--- src/logic/asrdc_pkg.sv ---
package asrdc_pkg;
  // register byte offsets on the apb bus
  localparam logic [7:0] ASRDC_OFF_REG_CTRL = 8'h00;
  localparam logic [7:0] ASRDC_OFF_REF_CTRL = 8'h04;
  localparam logic [7:0] ASRDC_OFF_REF_TRIM = 8'h08;
  localparam logic [7:0] ASRDC_OFF_DAC1_MODE = 8'h0C;
  localparam logic [7:0] ASRDC_OFF_DAC1_LOW = 8'h10;
  localparam logic [7:0] ASRDC_OFF_DAC1_HIGH = 8'h14;
  localparam logic [7:0] ASRDC_OFF_DAC2_MODE = 8'h18;
  localparam logic [7:0] ASRDC_OFF_DAC2_LOW = 8'h1C;
  localparam logic [7:0] ASRDC_OFF_DAC2_HIGH = 8'h20;
  localparam logic [7:0] ASRDC_OFF_SW_BASE = 8'h40;
  localparam int ASRDC_NUM_PINS = 8;
  // field positions
  localparam int ASRDC_REG_EN_BIT = 7;
  localparam int ASRDC_REG_BPS_BIT = 2;
  localparam int ASRDC_REF_EN_BIT = 4;
  localparam int ASRDC_AMP1_BIT = 7;
  localparam int ASRDC_SW_DAC1_BIT = 7;
  localparam int ASRDC_SW_DAC2_BIT = 6;
  // writable masks, unimplemented bits drop
  localparam logic [7:0] ASRDC_MASK_REG_CTRL = 8'h87;
  localparam logic [7:0] ASRDC_MASK_REF_CTRL = 8'h13;
  localparam logic [7:0] ASRDC_MASK_MODE = 8'h03;
  localparam logic [7:0] ASRDC_MASK_LOW = 8'hF0;
  localparam logic [7:0] ASRDC_MASK_SW_LOWER = 8'hC0;
  localparam logic [7:0] ASRDC_MASK_SW_UPPER = 8'hC0;
  localparam int ASRDC_SW_LOWER_COUNT = 5;
  localparam logic [7:0] ASRDC_RESET_VAL = 8'h00;
  // dac reference source
  typedef enum logic [1:0] {
    ASRDC_VREF_INTERNAL,
    ASRDC_VREF_REGULATOR,
    ASRDC_VREF_FLOAT
  } asrdc_vref_t;
  // dac channel state
  typedef enum logic [1:0] {
    ASRDC_DAC_HIZ,
    ASRDC_DAC_ON,
    ASRDC_DAC_GND
  } asrdc_dac_state_t;
endpackage

--- src/logic/asrdc_ctrl.sv ---
`timescale 1ns/1ps
// Behaviour
// RQ1: regulator control bit 7 enables the regulator when one.
// RQ2: disabled regulator asserts weak pull-low on its output pin.
// RQ3: regulator bits 1:0 pick 2.4, 2.6, 2.2 or 2.3 volts.
// RQ4: regulator bit 2 drives the bypass control.
// RQ5: unimplemented bits read zero and ignore writes.
// RQ6: reference on only when enabled and select is 00 or 01.
// RQ7: reference enable low powers down and floats the reference.
// RQ8: select 00/01 internal, 10 regulator, 11 floating dac reference.
// RQ9: reference control bit 7 reads amplifier one output, read-only.
// RQ10: eight-bit trim register drives the reference trim code.
// RQ11: dac mode 00 hi-z, 01/11 enabled, 10 grounded.
// RQ12: high register gives code 11:4, low bits 7:4 give 3:0.
// RQ13: two independent dac channels share one reference select.
// RQ14: software writes low code before high code.
// RQ15: pin switch bits 7 and 6 close dac one and two paths.
// RQ16: writes act at the completing edge; fields reset to zero.
// RQ17: converter code changes only when the high register is written.
module asrdc_ctrl
  import asrdc_pkg::*;
#(
  parameter int CODE_W = 12,
  parameter int NUM_PINS = ASRDC_NUM_PINS
) (
  input wire logic pclk,
  input wire logic presetn,
  input wire logic ce,
  input wire logic psel,
  input wire logic penable,
  input wire logic pwrite,
  input wire logic [7:0] paddr,
  input wire logic [31:0] pwdata,
  output logic [31:0] prdata,
  output logic pready,
  output logic pslverr,
  input wire logic amp1_digital_output,
  output logic regulator_enable,
  output logic regulator_pull_low,
  output logic regulator_bypass,
  output logic [1:0] regulator_level_select,
  output logic reference_power_on,
  output logic reference_float,
  output asrdc_vref_t dac_reference_select,
  output logic [7:0] reference_trim,
  output logic [CODE_W-1:0] dac1_code,
  output logic [CODE_W-1:0] dac2_code,
  output logic dac1_enable,
  output logic dac1_ground,
  output logic dac2_enable,
  output logic dac2_ground,
  output logic [NUM_PINS-1:0] dac1_to_pin_switch,
  output logic [NUM_PINS-1:0] dac2_to_pin_switch
);
  logic [7:0] regulator_control_reg;
  logic [7:0] reference_control_reg;
  logic [7:0] reference_trim_reg;
  logic [7:0] analog_pin_switch_reg [NUM_PINS];
  logic [7:0] dac1_mode, dac1_low, dac1_high;
  logic [7:0] dac2_mode, dac2_low, dac2_high;
  logic [CODE_W-1:0] dac1_code_w, dac2_code_w;
  logic dac1_en_w, dac1_gnd_w, dac2_en_w, dac2_gnd_w;
  logic amp1_reg;
  logic wr_en, rd_en;
  logic [7:0] wbyte;
  // one strobe per register keeps every write address compare in one place
  logic wr_reg_ctrl, wr_ref_ctrl, wr_ref_trim;
  logic wr_dac1_mode, wr_dac1_low, wr_dac1_high;
  logic wr_dac2_mode, wr_dac2_low, wr_dac2_high;
  logic [NUM_PINS-1:0] wr_switch;
  logic [31:0] rdata_next;
  logic hit_next;

  function automatic logic is_switch(input logic [7:0] a, input int idx);
    is_switch = (a == 8'(ASRDC_OFF_SW_BASE + 8'(idx * 4)));
  endfunction

  function automatic logic [7:0] switch_mask(input int idx);
    switch_mask = (idx < ASRDC_SW_LOWER_COUNT) ? ASRDC_MASK_SW_LOWER : ASRDC_MASK_SW_UPPER;
  endfunction

  // generator runs only for an internal source code with enable set
  function automatic logic ref_on(input logic [7:0] b);
    ref_on = b[ASRDC_REF_EN_BIT] && !b[1];
  endfunction

  // zero-wait slave: setup plus one access cycle
  assign wr_en = psel && penable && pwrite && ce;
  assign rd_en = psel && !penable && !pwrite;
  assign wbyte = pwdata[7:0];
  assign wr_reg_ctrl = wr_en && (paddr == ASRDC_OFF_REG_CTRL);
  assign wr_ref_ctrl = wr_en && (paddr == ASRDC_OFF_REF_CTRL);
  assign wr_ref_trim = wr_en && (paddr == ASRDC_OFF_REF_TRIM);
  assign wr_dac1_mode = wr_en && (paddr == ASRDC_OFF_DAC1_MODE);
  assign wr_dac1_low = wr_en && (paddr == ASRDC_OFF_DAC1_LOW);
  assign wr_dac1_high = wr_en && (paddr == ASRDC_OFF_DAC1_HIGH);
  assign wr_dac2_mode = wr_en && (paddr == ASRDC_OFF_DAC2_MODE);
  assign wr_dac2_low = wr_en && (paddr == ASRDC_OFF_DAC2_LOW);
  assign wr_dac2_high = wr_en && (paddr == ASRDC_OFF_DAC2_HIGH);

  always_comb begin
    wr_switch = '0;
    for (int i = 0; i < NUM_PINS; i++) begin
      wr_switch[i] = wr_en && is_switch(paddr, i);
    end
  end

  // RQ1: regulator register write
  always_ff @(posedge pclk or negedge presetn) begin
    if (!presetn) begin
      regulator_control_reg <= ASRDC_RESET_VAL;
    end else if (wr_reg_ctrl) begin
      // RQ5: unimplemented bits dropped
      regulator_control_reg <= wbyte & ASRDC_MASK_REG_CTRL;
    end
  end

  // RQ9: read-only bit excluded
  always_ff @(posedge pclk or negedge presetn) begin
    if (!presetn) begin
      reference_control_reg <= ASRDC_RESET_VAL;
    end else if (wr_ref_ctrl) begin
      reference_control_reg <= wbyte & ASRDC_MASK_REF_CTRL;
    end
  end

  // RQ10: trim register write
  always_ff @(posedge pclk or negedge presetn) begin
    if (!presetn) begin
      reference_trim_reg <= ASRDC_RESET_VAL;
    end else if (wr_ref_trim) begin
      reference_trim_reg <= wbyte;
    end
  end

  // RQ15: pin switch registers
  always_ff @(posedge pclk or negedge presetn) begin
    if (!presetn) begin
      for (int i = 0; i < NUM_PINS; i++) begin
        analog_pin_switch_reg[i] <= ASRDC_RESET_VAL;
      end
    end else begin
      for (int i = 0; i < NUM_PINS; i++) begin
        if (wr_switch[i]) begin
          analog_pin_switch_reg[i] <= wbyte & switch_mask(i);
        end
      end
    end
  end

  // RQ9: amplifier flag sampled
  always_ff @(posedge pclk or negedge presetn) begin
    if (!presetn) begin
      amp1_reg <= 1'b0;
    end else if (ce) begin
      amp1_reg <= amp1_digital_output;
    end
  end

  // RQ13: two channels
  asrdc_dac_channel #(
    .CODE_W(CODE_W)
  ) u_dac1 (
    .pclk(pclk),
    .presetn(presetn),
    .ce(ce),
    .wr_mode(wr_dac1_mode),
    // RQ14: low first assumed
    .wr_low(wr_dac1_low),
    .wr_high(wr_dac1_high),
    .wdata(wbyte),
    .mode_reg(dac1_mode),
    .low_reg(dac1_low),
    .high_reg(dac1_high),
    .code(dac1_code_w),
    .dac_enable(dac1_en_w),
    .dac_ground(dac1_gnd_w)
  );

  asrdc_dac_channel #(
    .CODE_W(CODE_W)
  ) u_dac2 (
    .pclk(pclk),
    .presetn(presetn),
    .ce(ce),
    .wr_mode(wr_dac2_mode),
    .wr_low(wr_dac2_low),
    .wr_high(wr_dac2_high),
    .wdata(wbyte),
    .mode_reg(dac2_mode),
    .low_reg(dac2_low),
    .high_reg(dac2_high),
    .code(dac2_code_w),
    .dac_enable(dac2_en_w),
    .dac_ground(dac2_gnd_w)
  );

  assign dac1_code = dac1_code_w;
  assign dac2_code = dac2_code_w;
  assign dac1_enable = dac1_en_w;
  assign dac1_ground = dac1_gnd_w;
  assign dac2_enable = dac2_en_w;
  assign dac2_ground = dac2_gnd_w;

  // RQ16: outputs follow the write edge
  // decoded from the incoming byte so controls change with the register, not a cycle later
  always_ff @(posedge pclk or negedge presetn) begin
    if (!presetn) begin
      regulator_enable <= 1'b0;
      regulator_pull_low <= 1'b1;
    end else if (wr_reg_ctrl) begin
      // RQ1: enable bit
      regulator_enable <= wbyte[ASRDC_REG_EN_BIT];
      // RQ2: pull-low while off
      regulator_pull_low <= !wbyte[ASRDC_REG_EN_BIT];
    end
  end

  always_ff @(posedge pclk or negedge presetn) begin
    if (!presetn) begin
      regulator_bypass <= 1'b0;
      regulator_level_select <= 2'b00;
    end else if (wr_reg_ctrl) begin
      // RQ4: bypass bit
      regulator_bypass <= wbyte[ASRDC_REG_BPS_BIT];
      // RQ3: level code passed raw
      regulator_level_select <= wbyte[1:0];
    end
  end

  always_ff @(posedge pclk or negedge presetn) begin
    if (!presetn) begin
      reference_power_on <= 1'b0;
      reference_float <= 1'b1;
    end else if (wr_ref_ctrl) begin
      // RQ6: on for enable and select 0x
      reference_power_on <= ref_on(wbyte);
      // RQ7: floats when powered down
      reference_float <= !ref_on(wbyte);
    end
  end

  // RQ8: reference source decode
  always_ff @(posedge pclk or negedge presetn) begin
    if (!presetn) begin
      dac_reference_select <= ASRDC_VREF_INTERNAL;
    end else if (wr_ref_ctrl) begin
      case (wbyte[1:0])
        2'b00, 2'b01: dac_reference_select <= ASRDC_VREF_INTERNAL;
        2'b10: dac_reference_select <= ASRDC_VREF_REGULATOR;
        default: dac_reference_select <= ASRDC_VREF_FLOAT;
      endcase
    end
  end

  // RQ10: trim code output
  always_ff @(posedge pclk or negedge presetn) begin
    if (!presetn) begin
      reference_trim <= ASRDC_RESET_VAL;
    end else if (wr_ref_trim) begin
      reference_trim <= wbyte;
    end
  end

  // RQ15: switch outputs
  always_ff @(posedge pclk or negedge presetn) begin
    if (!presetn) begin
      dac1_to_pin_switch <= '0;
    end else begin
      for (int i = 0; i < NUM_PINS; i++) begin
        if (wr_switch[i]) begin
          dac1_to_pin_switch[i] <= wbyte[ASRDC_SW_DAC1_BIT];
        end
      end
    end
  end

  // both paths on one pin short it; software must keep them apart
  always_ff @(posedge pclk or negedge presetn) begin
    if (!presetn) begin
      dac2_to_pin_switch <= '0;
    end else begin
      for (int i = 0; i < NUM_PINS; i++) begin
        if (wr_switch[i]) begin
          dac2_to_pin_switch[i] <= wbyte[ASRDC_SW_DAC2_BIT];
        end
      end
    end
  end

  // RQ5: read mux, zero upper bits
  always_comb begin
    rdata_next = '0;
    hit_next = 1'b1;
    case (paddr)
      ASRDC_OFF_REG_CTRL: rdata_next[7:0] = regulator_control_reg;
      // RQ9: registered amplifier sample
      ASRDC_OFF_REF_CTRL: rdata_next[7:0] = reference_control_reg | {amp1_reg, 7'h00};
      ASRDC_OFF_REF_TRIM: rdata_next[7:0] = reference_trim_reg;
      ASRDC_OFF_DAC1_MODE: rdata_next[7:0] = dac1_mode;
      ASRDC_OFF_DAC1_LOW: rdata_next[7:0] = dac1_low;
      ASRDC_OFF_DAC1_HIGH: rdata_next[7:0] = dac1_high;
      ASRDC_OFF_DAC2_MODE: rdata_next[7:0] = dac2_mode;
      ASRDC_OFF_DAC2_LOW: rdata_next[7:0] = dac2_low;
      ASRDC_OFF_DAC2_HIGH: rdata_next[7:0] = dac2_high;
      default: begin
        hit_next = 1'b0;
        for (int i = 0; i < NUM_PINS; i++) begin
          if (is_switch(paddr, i)) begin
            rdata_next[7:0] = analog_pin_switch_reg[i];
            hit_next = 1'b1;
          end
        end
      end
    endcase
  end

  // pready answers every setup taken with ce high; while ce is low it holds and the access phase waits
  always_ff @(posedge pclk or negedge presetn) begin
    if (!presetn) begin
      pready <= 1'b0;
    end else if (ce) begin
      pready <= psel && !penable;
    end
  end

  // unmapped offsets answer with an error, read or write
  always_ff @(posedge pclk or negedge presetn) begin
    if (!presetn) begin
      pslverr <= 1'b0;
    end else if (ce) begin
      pslverr <= psel && !penable && !hit_next;
    end
  end

  // read data captured in setup and held until the next read
  always_ff @(posedge pclk or negedge presetn) begin
    if (!presetn) begin
      prdata <= '0;
    end else if (ce && rd_en) begin
      prdata <= rdata_next;
    end
  end

  logic unused_ok;
  assign unused_ok = ^pwdata[31:8];
endmodule

--- src/logic/asrdc_dac_channel.sv ---
`timescale 1ns/1ps
module asrdc_dac_channel
  import asrdc_pkg::*;
#(
  parameter int CODE_W = 12
) (
  input wire logic pclk,
  input wire logic presetn,
  input wire logic ce,
  input wire logic wr_mode,
  input wire logic wr_low,
  input wire logic wr_high,
  input wire logic [7:0] wdata,
  output logic [7:0] mode_reg,
  output logic [7:0] low_reg,
  output logic [7:0] high_reg,
  output logic [CODE_W-1:0] code,
  output logic dac_enable,
  output logic dac_ground
);
  always_ff @(posedge pclk or negedge presetn) begin
    if (!presetn) begin
      mode_reg <= ASRDC_RESET_VAL;
    end else if (ce && wr_mode) begin
      mode_reg <= wdata & ASRDC_MASK_MODE;
    end
  end

  always_ff @(posedge pclk or negedge presetn) begin
    if (!presetn) begin
      low_reg <= ASRDC_RESET_VAL;
      high_reg <= ASRDC_RESET_VAL;
    end else if (ce) begin
      if (wr_low) begin
        low_reg <= wdata & ASRDC_MASK_LOW;
      end
      if (wr_high) begin
        high_reg <= wdata;
      end
    end
  end

  // RQ17: atomic code load
  // low half is only latched here, so a half-written code never reaches the converter
  always_ff @(posedge pclk or negedge presetn) begin
    if (!presetn) begin
      code <= '0;
    end else if (ce && wr_high) begin
      // RQ12: high and low merge
      code <= {wdata, low_reg[7:4]};
    end
  end

  // RQ11: channel state decode
  always_ff @(posedge pclk or negedge presetn) begin
    if (!presetn) begin
      dac_enable <= 1'b0;
      dac_ground <= 1'b0;
    end else if (ce && wr_mode) begin
      dac_enable <= wdata[0];
      dac_ground <= (wdata[1:0] == 2'b10);
    end
  end
endmodule

--- config.mk ---
export PLATFORM = sky130hd
export DESIGN_NAME = asrdc_ctrl
export DESIGN_NICKNAME = d
export VERILOG_FILES = /design/src/logic/asrdc_pkg.sv /design/src/logic/asrdc_ctrl.sv /design/src/logic/asrdc_dac_channel.sv
export SDC_FILE = /design/constraint.sdc
export NUM_CORES = 1
export LEC_CHECK = 0
export BUFFER_PORTS_ARGS = -buffer_cell sky130_fd_sc_hd__clkbuf_2
export CAP_MARGIN = 15
export CORE_UTILIZATION = 55
export DETAILED_ROUTE_END_ITERATION = 16
export HOLD_SLACK_MARGIN = 0.1
export PLACE_DENSITY = 0.81
export REMOVE_ABC_BUFFERS = 1
export SYNTH_ARGS = -nofsm -noshare
export SYNTH_HDL_FRONTEND = slang
export SYNTH_HIERARCHICAL = 1
export SYNTH_SLANG_ARGS = --single-unit
--- constraint.sdc ---
create_clock -name pclk -period 3.38 [get_ports pclk]
set_clock_uncertainty 0.2 [all_clocks]
set_input_delay 0.676 -clock pclk [delete_from_list [all_inputs] [get_ports pclk]]
set_output_delay 0.676 -clock pclk [all_outputs]
set_load 0.02 [all_outputs]
---- After elaboration in Yosys (flattened, before gate mapping) ----
Cells that the tools add are included.
cells by class
  reductions and logical operators ........ 43
  bitwise operators ....................... 1
  eq/ne operators ......................... 18
  mux-type cells .......................... 19
operators with widths
  cell                                                  count
  case mux 8 bit (9 select lines)                       1
  equality test 8 x 7 -> 1 bit (second input constant)  8
  2-to-1 mux 8 bit                                      8
  equality test 8 x 5 -> 1 bit (second input constant)  4
  logical AND 1 bit                                     29
  equality test 8 x 4 -> 1 bit (second input constant)  2
  2-to-1 mux 1 bit                                      9
  OR reduction 9 bit                                    1
  equality test 8 x 3 -> 1 bit (second input constant)  1
  equality test 8 x 6 -> 1 bit (second input constant)  1
  zero test 8 bit                                       1
  bitwise OR 5 x 8 -> 8 bit                             1
  AND reduction 2 bit                                   4
  zero test 1 bit                                       6
  case mux 2 bit (2 select lines)                       1
  equality test 2 x 1 -> 1 bit (second input constant)  1
  equality test 2 bit (second input constant)           1
  zero test 2 bit                                       1
  OR reduction 2 bit                                    1
storage, ports and cells
  bits in registers ....................... 123
  output and inout bits ................... 95

---- Longest topological paths before layout ----
  depth after elaboration ................. 12
  depth in mapped cells ................... 8
  depth with buffers taken out ............ 5

---- Cells and area by module ----
Netlist, hierarchy kept.
modules (own cells, without submodules)
  module             area an instance (um^2)  cells each  times used  sequential area each (um^2)
  asrdc_ctrl         2857.7                   262         1           1178.6
  asrdc_dac_channel  904.6                    63          2           475.5

---- Worst setup path before layout ----
Ideal clock, no wire load.
  kind .................................... in2reg
  start ................................... in paddr[2]
  end ..................................... reg u_dac2.code[0]
  slack ................................... 619 ps
  arrival ................................. 2436 ps
  stages .................................. 8
  cell sequence ........................... buf_6 or4_1 buf_2 nor4b_4 and2_1 nand2_2 buf_6 mux2_4
on the way
  longest elaborated chain between the ends .. 3
ends and longest elaborated chain
  what                          line                     RTL
  start, declared               asrdc_ctrl.sv:32         input wire logic [7:0] paddr,
  equality test 8 x 6 -> 1 bit  asrdc_ctrl.sv:99         assign wr_dac2_high = wr_en && (paddr == ASRDC_OFF_DAC2_HIGH);
  logical AND 1 bit             asrdc_ctrl.sv:99
  via wr_dac2_high              asrdc_ctrl.sv:69         logic wr_dac2_mode, wr_dac2_low, wr_dac2_high;
  logical AND 1 bit             asrdc_dac_channel.sv:48  end else if (ce && wr_high) begin
  end signal, assigned          asrdc_dac_channel.sv:50  code <= {wdata, low_reg[7:4]};
  end, declared                 asrdc_dac_channel.sv:17  output logic [CODE_W-1:0] code,
The timed path passes the listed nets, and every way through them passes these cells.
A chain may end at the register's enable or synchronous reset.

---- Worst setup path after layout ----
  start ................................... in paddr[1]
  end ..................................... reg u_dac2.code[2]
The elaborated chain is that of the path after synthesis.

==> reports/results.txt <==
relative slew slack -> 31.0%
row count -> 33
CTS sink cnt -> 85
initial DRC count -> 240
crit path from -> paddr[1]
Worst setup EP type -> flip-flop
post-synth cell types -> 51
status -> completed
Buffers on Ports -> 93
Slew Limit Fails -> 0
Hold Path Depth -> 2
hpwl dp -> 7380 um
DIE HEIGHT -> 94.1 um
Cells after Synth -> 388
Worst-Margin Slew -> 1.03 ns
Hold WC Path Type -> reg2reg
VDD IR max -> 0.000200 V
CTS Buffer Depth -> 2
number of global-route vias before repair -> 3071
CTS root buffer -> clkbuf_8
wire per inst -> 17.8 um
drt drc -> 0
vias per inst -> 5.47
CTS-repair resized insts -> 0
Mapped Area -> 0.00467 sq mm
Async S/R FF share, synth -> 100%
Clock Pin Slew Worst Setup and Hold Paths -> 0.08 ns
LEAKAGE -> 2.67 nW
Crit Path Max Fanout -> 12
Hold Vio Cnt, Final -> 0
Tmin final -> 2.63 ns
Primary FF master, synth -> dfrtp_1
post-synthesis to final-layout area growth -> 10.1%
Peak Freq -> 381 MHz
DR pass1 iterations -> 4
post-layout util -> 62.6%
Power Dens Cells -> 384 mW/mm^2
Die X -> 94.1 um
most numerous cell in the Yosys netlist -> dfrtp_1
Detail Route Antenna Nets -> 0
Finish-stage setup viols -> 0
Max-Cap Viols -> 0
die area -> 0.00886 sq mm
antenna violations before repair -> 0
initial core utilization -> 56.8%
Synth area leader -> dfrtp_1
Post-synth EDFFs -> 0
setup repair bufs after CTS -> 0
final worst setup slack -> 0.753 ns
Syn Area/Cell -> 12.0 sq um
crit path DAT -> 2.66 ns
min-delay src -> regulator_pull_low
CTS Buf Count -> 9
synthesized flop and latch total -> 85
routed vias -> 3137
FF-to-FF setup slack -> 1.62 ns
CTS tree -> yes
Seq/Total Area, Yosys -> 45.6%
RSZ-0062 raised after global routing -> false
Worst Path Required -> 3.41 ns
All-Layer GR Usage -> 24.5%
synth warn -> 6
synth cell count leaders -> dfrtp_1 (83), buf_4 (62), mux2_2 (53)
crit path kind -> in2reg
largest net degree at the start of global routing -> 86
startpoint types -> input port
share of cells above drive strength 1 -> 44.9%
CTS H-tree lvls -> 3
worst r2r path cells -> 4
# diodes -> 0
setup TNS -> 0 ns
hold endpoint -> regulator_pull_low
Routed Wire Length -> 10200 um
first-pass GRT wire length -> 16200 um
Fill cells -> 637
Overflow after GRT -> 0
Skew-Pair Late Insertion Delay -> 0.35 ns
io pins -> 142
CTS Hold Bufs -> 0
fin crit share -> 77.7%
routability congestion estimate -> 0.888
core box area -> 0.00822 sq mm
R2R Path End -> prdata[6]
# nets final -> 510
post-synth top area share -> 44.5%
FF-to-FF Start -> analog_pin_switch_reg[46]
pre-CTS WS -> 0.448 ns
dominant cells by area after synthesis -> dfrtp_1 (45%), mux2_2 (13%), buf_4 (10%), mux2_4 (6.4%), mux4_2 (4.8%)
==> report_power, final <==
part	leakage [nW]	internal, mW	switching [mW]
registers	1.16	1.03	0.00918
logic	1.41	0.0586	0.131
clock network	0.106	0.402	0.342
total	2.67	1.49	0.483
==> final cells by class <==
class | instances | area (sq um) | area share, %
Inverter | 6 | 22.5 | 0.438
Sequential cell | 85 | 2130 | 41.4
Clock inverter | 3 | 42.5 | 0.828
Timing Repair Buffer | 101 | 528 | 10.3
Tap cell | 105 | 131 | 2.56
Clock buffer | 13 | 169 | 3.29
Multi-Input combinational cell | 260 | 2120 | 41.2
==> layout by cell type (no fill, tap or decap), types with 3 or more instances in the layout <==
cell,count
clkbuf_2,92
dfrtp_1,83
mux2_2,53
conb_1,44
nand2_1,21
mux2_4,20
nor2_1,19
clkbuf_8,12
o21ai_0,11
mux4_2,10
nand3_1,9
buf_4,9
mux2i_1,8
inv_1,6
nand3b_1,5
nor2b_1,5
a21oi_1,5
a221oi_1,4
nand2b_1,4
or2_2,3
and3_1,3
a311oi_1,3
==> routing by layer <==
layer  vias to the layer above  track usage (%)  routed length, um
met5                         -                0                  0
met4                         0             12.1                247
met3                        18             3.96                584
met2                       133             37.8               5070
met1                      1562             33.7               4270
li1                       1424                -                  -
==> critical path, cell delays in order <==
cell	delay (ns)
clkbuf_2	0.12
or4_1	0.71
nor4b_4	0.29
and2_1	0.17
nand2_2	0.28
mux2_4	0.41
==> kinds of logic (layout without fill, tap and decap cells) <==
| logic type | count (synthesis) | after routing | share of synthesized area (%) |
|---|---|---|---|
| AOI/OAI and AO/OA | 42 | 42 | 6.41 |
| buffers and inverters | 84 | 123 | 12.3 |
| DFF | 85 | 85 | 45.6 |
| muxes | 91 | 91 | 25.8 |
| other | 3 | 44 | 0.241 |
| and+or+nand+nor | 83 | 83 | 9.65 |
==> stage by stage <==
step | area, sq um | std cells | total power, mW | hold slack [ns]
2_1_floorplan | 4270 | 351 | 1.15 | 0.180
5_1_grt | 5140 | 573 | 2.06 | 0.313
3_5_place_dp | 4930 | 557 | 1.25 | 0.257
3_3_place_gp | 4930 | 557 | 1.24 | 0.256
4_1_cts | 5140 | 573 | 1.99 | 0.277
6_report | 5140 | 573 | 1.97 | 0.272
==> worst max path at each step <==
| stage | endpoint | depth (start not counted) | slack [ns] |
|---|---|---|---|
| detailed placement | u_dac2/code[2] | 6 | 0.45 |
| finish | u_dac2/code[2] | 6 | 0.75 |
| global route | u_dac2/high_reg[2] | 6 | 0.77 |
| global placement | u_dac2/code[2] | 6 | 0.48 |
| CTS | u_dac2/code[2] | 6 | 0.81 |
| floorplan | u_dac2/code[0] | 5 | 0.67 |
Power figures use the tool's default switching activity.
